`src/rtl/btc_pkg.sv`:
```
`default_nettype none
package btc_pkg;
    // ------------------------------------------------------------------
    // register map (byte addresses on the plain register port)
    // ------------------------------------------------------------------
    localparam logic [7:0]  BTC_ADDR_BRIDGE   = 8'h3e;
    localparam logic [7:0]  BTC_ADDR_CHIP     = 8'h40;
    localparam logic [7:0]  BTC_ADDR_DIAG     = 8'h41;
    localparam logic [7:0]  BTC_ADDR_IRQ_STAT = 8'h48;
    localparam logic [7:0]  BTC_ADDR_IRQ_MASK = 8'h49;

    // bridge control fields
    localparam int          BTC_BC_SEC_RESET  = 6;
    localparam int          BTC_BC_PRI_MTO    = 8;
    localparam int          BTC_BC_SEC_MTO    = 9;
    localparam int          BTC_BC_MTO_STAT   = 10;
    localparam int          BTC_BC_MTO_SERR   = 11;
    // chip control fields
    localparam int          BTC_CC_WR_DISC    = 1;
    localparam int          BTC_CC_KEEP_LO    = 2;
    localparam int          BTC_CC_KEEP_HI    = 3;
    localparam int          BTC_CC_PF_DIS     = 4;
    // diagnostic control fields
    localparam int          BTC_DC_CHIP_RST   = 0;
    localparam int          BTC_DC_TEST_LO    = 1;
    localparam int          BTC_DC_TEST_HI    = 2;
    localparam int          BTC_DC_SRST_MASK  = 3;

    // reset values
    localparam logic [15:0] BTC_BRIDGE_RST    = 16'h0000;
    localparam logic [7:0]  BTC_CHIP_RST      = 8'h00;
    localparam logic [7:0]  BTC_DIAG_RST      = 8'h00;
    localparam logic [1:0]  BTC_IRQ_RST       = 2'h0;

    // master timeouts in pci clocks
    localparam int          BTC_MTO_LONG_CLKS  = 32768;
    localparam int          BTC_MTO_SHORT_CLKS = 1024;
    localparam int          BTC_TMR_W          = 16;
    localparam int          BTC_PORTS          = 2;   // 0 upstream, 1 downstream

    // upstream memory read commands
    typedef enum logic [1:0] {
        BTC_MEM_READ      = 2'h0,
        BTC_MEM_READ_LINE = 2'h1,
        BTC_MEM_READ_MULT = 2'h2
    } btc_rdcmd_type;

    // register port request
    typedef struct packed {
        logic [7:0]  addr;
        logic [15:0] wdata;
        logic        wr;
        logic        rd;
    } btc_req_type;

    // read/prefetch decision
    typedef struct packed {
        logic prefetch;
        logic forward_be;
        logic single_dword;
    } btc_rdpol_type;
endpackage
`default_nettype wire

```
`src/rtl/btc_ctrl.sv`:
```
`timescale 1ns/10ps
`default_nettype none
// Summary of operation
// - upstream timeout: 2^15 or 2^10 clocks
// - downstream timeout selected the same way
// - either timeout sets sticky status, write-one clears
// - timeout error enable drives system error out
// - write disconnect also at cache lines
// - prefetch disable: one dword, forward enables
// - line and multiple reads stay prefetchable
// - chip reset sets secondary reset bit
// - chip reset bit self-clears; zero ignored
// - mask stops upstream reset reaching downstream
// - reserved upper bits read as zero
// - secondary reset bit holds reset pin
module btc_ctrl
    import btc_pkg::*;
#(
    parameter int MTO_LONG_CLKS = BTC_MTO_LONG_CLKS
) (
    // clock and reset
    input  wire logic          clk_sys_i,
    input  wire logic          reset_n_i,
    // register port
    input  wire btc_req_type   req_i,
    output var  logic [15:0]   rdata_o,
    // delayed transactions, index 0 upstream, 1 downstream
    input  wire logic [1:0]    dt_pending_i,
    input  wire logic [1:0]    dt_retry_i,
    output var  logic [1:0]    dt_discard_o,
    // memory write target
    input  wire logic          wr_queue_full_i,
    input  wire logic          wr_at_4k_i,
    input  wire logic          wr_at_cache_line_i,
    output var  logic          wr_disconnect_o,
    // upstream memory read
    input  wire logic          rd_valid_i,
    input  wire btc_rdcmd_type rd_cmd_i,
    output var  btc_rdpol_type rd_pol_o,
    // pins and chip
    input  wire logic          upstream_reset_in_n_i,
    output var  logic          upstream_system_error_out_n_o,
    output var  logic          downstream_reset_out_n_o,
    output var  logic          chip_soft_reset_o,
    output var  logic          irq_o
);
    // ------------------------------------------------------------------
    // declarations
    // ------------------------------------------------------------------
    typedef enum logic [1:0] {
        BTC_CR_RUN   = 2'b01,
        BTC_CR_RESET = 2'b10
    } btc_crst_type;

    logic [15:0]         bridge, next_bridge;
    logic [7:0]          chip, next_chip;
    logic [7:0]          diag, next_diag;
    logic [1:0]          irq_stat, next_irq_stat;
    logic [1:0]          irq_mask, next_irq_mask;
    logic [15:0]         next_rdata;
    btc_crst_type        crst, next_crst;
    logic [1:0]          tmo;
    logic                next_serr_n, next_srst_n, next_irq, next_disc;
    btc_rdpol_type       next_pol;
    logic                wr_bridge, wr_chip, wr_diag, wr_stat, wr_mask;

    assign wr_bridge = req_i.wr && (req_i.addr == BTC_ADDR_BRIDGE);
    assign wr_chip   = req_i.wr && (req_i.addr == BTC_ADDR_CHIP);
    assign wr_diag   = req_i.wr && (req_i.addr == BTC_ADDR_DIAG);
    assign wr_stat   = req_i.wr && (req_i.addr == BTC_ADDR_IRQ_STAT);
    assign wr_mask   = req_i.wr && (req_i.addr == BTC_ADDR_IRQ_MASK);

    // ------------------------------------------------------------------
    // master timeout timers, one per port
    // ------------------------------------------------------------------
    for (genvar p = 0; p < BTC_PORTS; p++) begin : g_tmr
        logic [BTC_TMR_W-1:0] cnt, next_cnt, limit;
        logic                 next_tmo;
        logic                 tmo_q;
        // select bit picks the short or the long limit
        assign limit = bridge[BTC_BC_PRI_MTO + p] ?
                       BTC_TMR_W'(BTC_MTO_SHORT_CLKS - 1) :
                       BTC_TMR_W'(MTO_LONG_CLKS - 1);
        // count while a request waits for its repeat
        always_comb begin
            next_cnt = '0;
            next_tmo = 1'b0;
            if (crst == BTC_CR_RESET || !dt_pending_i[p] || dt_retry_i[p]) begin
                next_cnt = '0;
            end else if (cnt >= limit) begin
                next_tmo = 1'b1;
            end else begin
                next_cnt = cnt + 1'b1;
            end
        end
        always_ff @(posedge clk_sys_i or negedge reset_n_i) begin
            if (!reset_n_i) begin
                cnt   <= '0;
                tmo_q <= 1'b0;
            end else begin
                cnt   <= next_cnt;
                tmo_q <= next_tmo;
            end
        end
        assign tmo[p] = tmo_q;
        // expiry frees the buffer entry of the waiting transaction
        assign dt_discard_o[p] = tmo_q;

    end

    // ------------------------------------------------------------------
    // registers and chip reset sequencer
    // ------------------------------------------------------------------
    always_comb begin
        next_bridge   = bridge;
        next_chip     = chip;
        next_diag     = diag;
        next_irq_stat = irq_stat;
        next_irq_mask = irq_mask;
        next_crst     = crst;
        if (crst == BTC_CR_RESET) begin
            // everything returns to reset except the secondary reset bit
            next_bridge                   = BTC_BRIDGE_RST;
            next_bridge[BTC_BC_SEC_RESET] = 1'b1;
            next_chip                     = BTC_CHIP_RST;
            next_diag                     = BTC_DIAG_RST;
            next_irq_stat                 = BTC_IRQ_RST;
            next_irq_mask                 = BTC_IRQ_RST;
            next_crst                     = BTC_CR_RUN;
        end else begin
            if (wr_bridge) begin
                next_bridge[BTC_BC_SEC_RESET] = req_i.wdata[BTC_BC_SEC_RESET];
                next_bridge[BTC_BC_PRI_MTO]   = req_i.wdata[BTC_BC_PRI_MTO];
                next_bridge[BTC_BC_SEC_MTO]   = req_i.wdata[BTC_BC_SEC_MTO];
                next_bridge[BTC_BC_MTO_SERR]  = req_i.wdata[BTC_BC_MTO_SERR];
                if (req_i.wdata[BTC_BC_MTO_STAT]) begin
                    next_bridge[BTC_BC_MTO_STAT] = 1'b0;
                end
            end
            if (wr_chip) begin
                next_chip[BTC_CC_WR_DISC] = req_i.wdata[BTC_CC_WR_DISC];
                next_chip[BTC_CC_KEEP_HI:BTC_CC_KEEP_LO] =
                    req_i.wdata[BTC_CC_KEEP_HI:BTC_CC_KEEP_LO];
                next_chip[BTC_CC_PF_DIS]  = req_i.wdata[BTC_CC_PF_DIS];
            end
            if (wr_diag) begin
                next_diag[BTC_DC_TEST_HI:BTC_DC_TEST_LO] =
                    req_i.wdata[BTC_DC_TEST_HI:BTC_DC_TEST_LO];
                next_diag[BTC_DC_SRST_MASK] = req_i.wdata[BTC_DC_SRST_MASK];
                if (req_i.wdata[BTC_DC_CHIP_RST]) begin
                    next_diag[BTC_DC_CHIP_RST]    = 1'b1;
                    next_bridge[BTC_BC_SEC_RESET] = 1'b1;
                    next_crst                     = BTC_CR_RESET;
                end
            end
            if (wr_stat) begin
                next_irq_stat = irq_stat & ~req_i.wdata[1:0];
            end
            if (wr_mask) begin
                next_irq_mask = req_i.wdata[1:0];
            end
            // a timeout in the clearing cycle still sets the flags
            if (|tmo) begin
                next_bridge[BTC_BC_MTO_STAT] = 1'b1;
            end
            next_irq_stat = next_irq_stat | tmo;
        end
    end

    always_ff @(posedge clk_sys_i or negedge reset_n_i) begin
        if (!reset_n_i) begin
            bridge   <= BTC_BRIDGE_RST;
            chip     <= BTC_CHIP_RST;
            diag     <= BTC_DIAG_RST;
            irq_stat <= BTC_IRQ_RST;
            irq_mask <= BTC_IRQ_RST;
            crst     <= BTC_CR_RUN;
        end else begin
            bridge   <= next_bridge;
            chip     <= next_chip;
            diag     <= next_diag;
            irq_stat <= next_irq_stat;
            irq_mask <= next_irq_mask;
            crst     <= next_crst;
        end
    end

    // ------------------------------------------------------------------
    // read data and pin / policy outputs
    // ------------------------------------------------------------------
    always_comb begin
        next_rdata = 16'h0000;
        if (req_i.rd) begin
            unique case (req_i.addr)
                BTC_ADDR_BRIDGE:   next_rdata = bridge;
                BTC_ADDR_CHIP:     next_rdata = {8'h00, chip};
                BTC_ADDR_DIAG:     next_rdata = {8'h00, diag};
                BTC_ADDR_IRQ_STAT: next_rdata = {14'h0000, irq_stat};
                BTC_ADDR_IRQ_MASK: next_rdata = {14'h0000, irq_mask};
                default:           next_rdata = 16'h0000;
            endcase
        end
        next_serr_n = !(bridge[BTC_BC_MTO_SERR] && (|tmo));
        next_srst_n = !(bridge[BTC_BC_SEC_RESET] ||
                        (!upstream_reset_in_n_i && !diag[BTC_DC_SRST_MASK]));
        next_irq    = |(next_irq_stat & irq_mask);
        next_disc   = wr_queue_full_i || wr_at_4k_i ||
                      (chip[BTC_CC_WR_DISC] && wr_at_cache_line_i);
        next_pol    = '0;
        if (rd_valid_i) begin
            if (!chip[BTC_CC_PF_DIS] || rd_cmd_i != BTC_MEM_READ) begin
                next_pol.prefetch = 1'b1;
            end else begin
                next_pol.forward_be   = 1'b1;
                next_pol.single_dword = 1'b1;
            end
        end
    end

    always_ff @(posedge clk_sys_i or negedge reset_n_i) begin
        if (!reset_n_i) begin
            rdata_o                       <= 16'h0000;
            upstream_system_error_out_n_o <= 1'b1;
            downstream_reset_out_n_o      <= 1'b1;
            chip_soft_reset_o             <= 1'b0;
            irq_o                         <= 1'b0;
            wr_disconnect_o               <= 1'b0;
            rd_pol_o                      <= '0;
        end else begin
            rdata_o                       <= next_rdata;
            upstream_system_error_out_n_o <= next_serr_n;
            downstream_reset_out_n_o      <= next_srst_n;
            chip_soft_reset_o             <= (next_crst == BTC_CR_RESET);
            irq_o                         <= next_irq;
            wr_disconnect_o               <= next_disc;
            rd_pol_o                      <= next_pol;
        end
    end
endmodule // btc_ctrl
`default_nettype wire

```
`config.mk`:
```
export PLATFORM = sky130hd
export DESIGN_NAME = btc_ctrl
export DESIGN_NICKNAME = d
export VERILOG_FILES = /design/src/rtl/btc_pkg.sv /design/src/rtl/btc_ctrl.sv
export SDC_FILE = /design/constraint.sdc
export NUM_CORES = 1
export LEC_CHECK = 0
export ABC_AREA = 0
export CAP_MARGIN = 20
export CORE_UTILIZATION = 40
export CTS_BUF_LIST = sky130_fd_sc_hd__clkbuf_4 sky130_fd_sc_hd__clkbuf_8
export CTS_CLUSTER_DIAMETER = 150
export DETAILED_ROUTE_END_ITERATION = 7
export DONT_BUFFER_PORTS = 1
export PLACE_DENSITY = 0.62
export SYNTH_ARGS = -nofsm -noshare
export SYNTH_HDL_FRONTEND = slang
export SYNTH_SLANG_ARGS = --single-unit
```
`constraint.sdc`:
```
create_clock -name clk_sys_i -period 5 [get_ports clk_sys_i]
set_clock_uncertainty 0.05 [all_clocks]
set_input_delay 1 -clock clk_sys_i [delete_from_list [all_inputs] [get_ports clk_sys_i]]
set_output_delay 1 -clock clk_sys_i [all_outputs]
set_load 0.005 [all_outputs]
```
After elaboration in Yosys (flattened, before gate mapping)
Cells that the tools add are included.
Cells by class
  $add $sub $neg: 2
  multiply operators: 0
  divide/modulo/power cells: 0
  $lt $le $gt $ge: 2
  eq/ne operators: 7
  shifts and indexed selects: 0
  muxes and demuxes: 36
  bitwise operators: 4
  reductions and logical operators: 35
Operator list (count)
  $mux W16: 4
  $pmux W12 S5: 1
  $add A16 B1 Y16 const B: 2
  $eq A8 B7 Y1 const B: 4
  $ge A16 B15 Y1: 2
  $mux W15: 2
  $mux W4: 6
  $mux W2: 9
  $mux W1: 12
  $mux W12: 1
  $reduce_bool A2 Y1: 6
  $eq A8 B6 Y1 const B: 1
  $logic_and A1 B1 Y1: 8
  $logic_or A1 B1 Y1: 8
  $logic_not A1 Y1: 7
  $reduce_bool A3 Y1: 2
  $and A2 B2 Y2: 2
  $eq A2 B2 Y1 const B: 2
  $reduce_and A2 Y1: 2
  $reduce_or A2 Y1: 2
  $mux W3: 1
  $not A2 Y2: 1
  $or A2 B2 Y2: 1
Storage, ports and cells
  register bits: 77
  bits in latches: 0
  bits in writable memories: 0
  ROM bits: 0
  bits of input ports: 39
  word-level logic and storage cells: 108
  memories: 0

Logic depth before layout (Yosys ltp)
  depth in word-level cells: 8
  mapped depth: 6
  gate-level depth less buffers: 5

Least setup slack after synthesis
No wires, ideal clock.
  kind: in2reg
  from: input req_i[19] in the netlist's numbering
  to: register chip[1]
  arrival: 2.335 ns
  data required time: 4.818 ns
  slack: 2.483 ns
  stages: 5
  path buffers: 1
  cells stage by stage: or4_4 or4_4 buf_6 mux2i_1 nor2_1
On the way
  longest elaborated chain between the ends: 3
Ends and longest elaborated chain
  start, declared: line btc_ctrl.sv:25  | input wire btc_req_type req_i,
  $eq A8 B7 Y1: line btc_ctrl.sv:68  | assign wr_chip = req_i.wr && (req_i.addr == BTC_ADDR_CHIP);
  $logic_and A1 B1 Y1: line btc_ctrl.sv:68
  $reduce_bool A2 Y1 (no line)
  end signal, assigned: line btc_ctrl.sv:180  | chip <= next_chip;
  end, declared: line btc_ctrl.sv:56  | logic [7:0] chip, next_chip;
Every way passes these cells.
A chain may end at the register's enable or synchronous reset.

Worst setup path in the final report
  from: register bridge[9]
  to: register g_tmr[1].cnt[15]
On the way
  longest elaborated chain between the ends: 4
Ends and longest elaborated chain
  start, declared: line btc_ctrl.sv:55  | logic [15:0] bridge, next_bridge;
  start signal, assigned: line btc_ctrl.sv:179  | bridge <= next_bridge;
  $mux W15: line btc_ctrl.sv:81  | assign limit = bridge[BTC_BC_PRI_MTO + p] ?
  $ge A16 B15 Y1: line btc_ctrl.sv:90  | end else if (cnt >= limit) begin
  $mux W16: line btc_ctrl.sv:90
  $mux W16: line btc_ctrl.sv:88  | if (crst == BTC_CR_RESET || !dt_pending_i[p] || dt_retry_i[p]) begin
  via g_tmr[1].next_cnt[15]: line btc_ctrl.sv:77  | logic [BTC_TMR_W-1:0] cnt, next_cnt, limit;
  end signal, assigned: line btc_ctrl.sv:101  | cnt <= next_cnt;
  end, declared: line btc_ctrl.sv:77
The timed path passes the listed nets, and every way through them passes these cells.

==> results.md <==
* Status: finished clean
* Final TNS setup at 0 ns
* # DRC at 0
* Max-Cap Viols at 0
* Pin count of the biggest net entering global routing at 71
* Syn. warnings at 0
* WL per Instance at 14.4 um
* CTS hold repair buffers at 0
* Fraction of final layout cells sized beyond drive strength 1 at 8.64%
* Core ar. at between 8000 and 9000 um^2
* Reg clk slew, reported paths at 0.08 ns
* Worst Tran Pin Value at 0.673 ns
* GRT overflow at 0
* Routability cong. at 0.776
* Period utilization at around half
* Initial antenna violation count at 0
* Row count at 33
* CTS Sinks at 70
* Dpl cells at approximately 410
* Top_reg_cell synth: dfrtp_1
* CP required at ~5.2 ns
* Cell variety after synth at 43
* Gate Count Post-Synth at 320
* Netlist Area Pre-Place at 3380 um^2
* Async SR Flop Fraction at 100%
* FF-to-FF Start: bridge[9]
* Via density at ~5.3
* Top Ports at 65
* Detailed Place HPWL at 4240 um
* Clock Latency Late Sink at 0.34 ns
* IO buf count at 0
* Chip Height at 93.9 um
* Worst slew margin at 55.0%
* Final-report max-slew violation count at 0
* DR pass1 iterations at 4
* Die ar. at ~9000 um^2
* Post-synth EDFFs at 0
* Startpoint types: register
* Initial Util at 41.3%
* Resize count post-CTS at 0
* Worst R2R Path Depth at 5
* Max Fclk at around 400 MHz
* Number of fill cells at 781
* Kind of critical path: register to register
* Post-CTS setup buffers at 0
* Vias at 2279
* Diodes inserted at 0
* Antenna viol nets, final at 0
* Area grow syn2layout at 7.48%
* IR drop worst, VDD at ~0.10 mV
* CP endpoint: g_tmr[1].cnt[15]
* Synthesized area per cell at ~11 um^2
* PwrDens at 297 nW/um^2
* RR Endpoint: g_tmr[1].cnt[15]
* Final hold viol count at 0
* Die Wd at 93.9 um
* RSZ-0062 raised after global routing: false
* Total Power at between 1000 and 1500 uW
* First-pass GRT wire length at 10400 um
* Vias in the first global route at ~2200
* Critical path fanouts, max at 16
* Post-Route WL at 6180 um
* Non-Filler Instances at 429
* Worst Path Arrival at approximately 2.8 ns
* Worst hold path class: input pin to async pin
* Seq cells post-synth at 70
* Max H-tree Level at 3
* Setup violations, final at 0
* Clock Root Buffer: clkbuf_8
* Max clock buf depth at 2
* Initial DRC Count at 78
* Worst reg2reg setup slack at approximately 2.5 ns
* Final min period at roughly 2.5 ns
* Sequential fraction of the synthesis area at 52.0%
* Total CTS buffers at 9
* Critical path capture point type: register
* Final nets at 370
* CTS tree: yes
* Pleak at 0.00160 uW
* Setup crit start: bridge[9]
* Total GRT Usage at 15.1%
kinds of logic after synthesis:
kind of cell             Yosys count  synth area share, %
AND/OR/NAND/NOR                  144                 22.5
flip-flops                        70                 52.0
AO/OA/AOI/OAI                     28                 5.26
XOR/XNOR                          24                 6.22
buffers and inverters             24                 4.00
multiplexers                      17                 5.45
adder cells (fa/ha/maj)           12                 4.45
other                              1                0.111
worst max-delay path, cell delays in order, from the launching register on:
cell and delay (ns):
dfrtp_1 0.48, ha_1 0.35, a21o_1 0.18, a2111oi_0 0.44
nand3_1 0.54, o21ba_2 0.42
state kept, by name, indices dropped and copies added (netlist names):
name	cells
upstream_system_error_out_n_o	1
rd_pol_o	2
chip	4
g_tmr.tmo_q	2
chip_soft_reset_o	1
wr_disconnect_o	1
downstream_reset_out_n_o	1
rdata_o	10
g_tmr.cnt	32
irq_mask	2
irq_o	1
diag	4
crst	2
bridge	5
irq_stat	2
final cells by class:
type / instances / area [um^2] / area share [%]
sequential: 70 / 1760 / 48.4
multi-input combinational: 231 / 1510 / 41.5
inverter: 6 / 22.5 / 0.620
clock inverter: 5 / 56.3 / 1.55
tap: 105 / 131 / 3.62
timing repair buffer: 1 / 7.51 / 0.207
clock buffer: 11 / 151 / 4.17
worst min path at each step:
stage                     slack [ns]      start                       end  cells after the start
after floorplan                 0.33  bridge[6]  downstream_reset_out_n_o                      1
after global placement          0.35  bridge[6]  downstream_reset_out_n_o                      1
after detailed placement        0.35  bridge[6]  downstream_reset_out_n_o                      1
after CTS                       0.28  reset_n_i               rd_pol_o[2]                      0
after global routing            0.27  reset_n_i               rdata_o[10]                      0
final                           0.30  reset_n_i               rd_pol_o[2]                      0
cell usage after synthesis (4+ instances only):
| cell type | n | area share [%] |
|---|---|---|
| dfrtp_1 | 67 | 50 |
| clkbuf_1 | 5 | 0.56 |
| buf_4 | 9 | 2.0 |
| nor2_1 | 38 | 4.2 |
| a21oi_1 | 9 | 1.3 |
| o21ai_0 | 8 | 1.2 |
| nand4_1 | 9 | 1.7 |
| inv_1 | 6 | 0.67 |
| xnor2_1 | 16 | 4.1 |
| nand2b_1 | 4 | 0.74 |
| nand2_1 | 15 | 1.7 |
| nor4_1 | 7 | 1.3 |
| and2_1 | 6 | 1.1 |
| mux2i_1 | 15 | 4.4 |
| nand3_1 | 16 | 2.4 |
| xor2_1 | 8 | 2.1 |
| nor3_1 | 24 | 3.6 |
| ha_1 | 12 | 4.4 |
per-layer routing:
metal  wire, um  track usage, %  part of all wire (%)  up-vias
met5          0               0                     0        -
met4        147            7.69                   2.4        0
met3        356            3.72                   5.8       16
met2       2780            24.0                    45       59
met1       2890            19.1                    47     1089
li1           -               -                     -     1115
per-stage QoR:
step,utilization (%),setup WS [ns],cell area (um^2),hold slack [ns]
after floorplan,-,2.48,3400,0.331
after global placement,41.9,2.38,3420,0.352
after detailed placement,41.9,2.31,3420,0.351
after CTS,44.4,2.41,3630,0.285
after global routing,44.4,2.26,3630,0.274
final,44.4,2.47,3630,0.296
cell usage in the layout (no fill, tap or decap), types with 4 or more instances in the layout:
master	count
xnor2_1	16
nand3_1	16
xor2_1	8
nand2_1	15
dfrtp_1	67
a21oi_1	9
nand4_1	9
nor2_1	38
ha_1	12
mux2i_1	15
clkbuf_8	11
nand2b_1	4
nor4_1	7
conb_1	6
o21ai_0	8
inv_1	6
nor3_1	24
and2_1	6
where the power goes:
part / internal (uW) / total, uW / switching, uW / leakage (uW)
Sequential: 575 / 582 / 6.97 / 0.000952
Clock: 258 / 468 / 210 / 0.000106
Combinational: 12.1 / 26.9 / 14.8 / 0.000542
(Power assumes the default switching activity.)
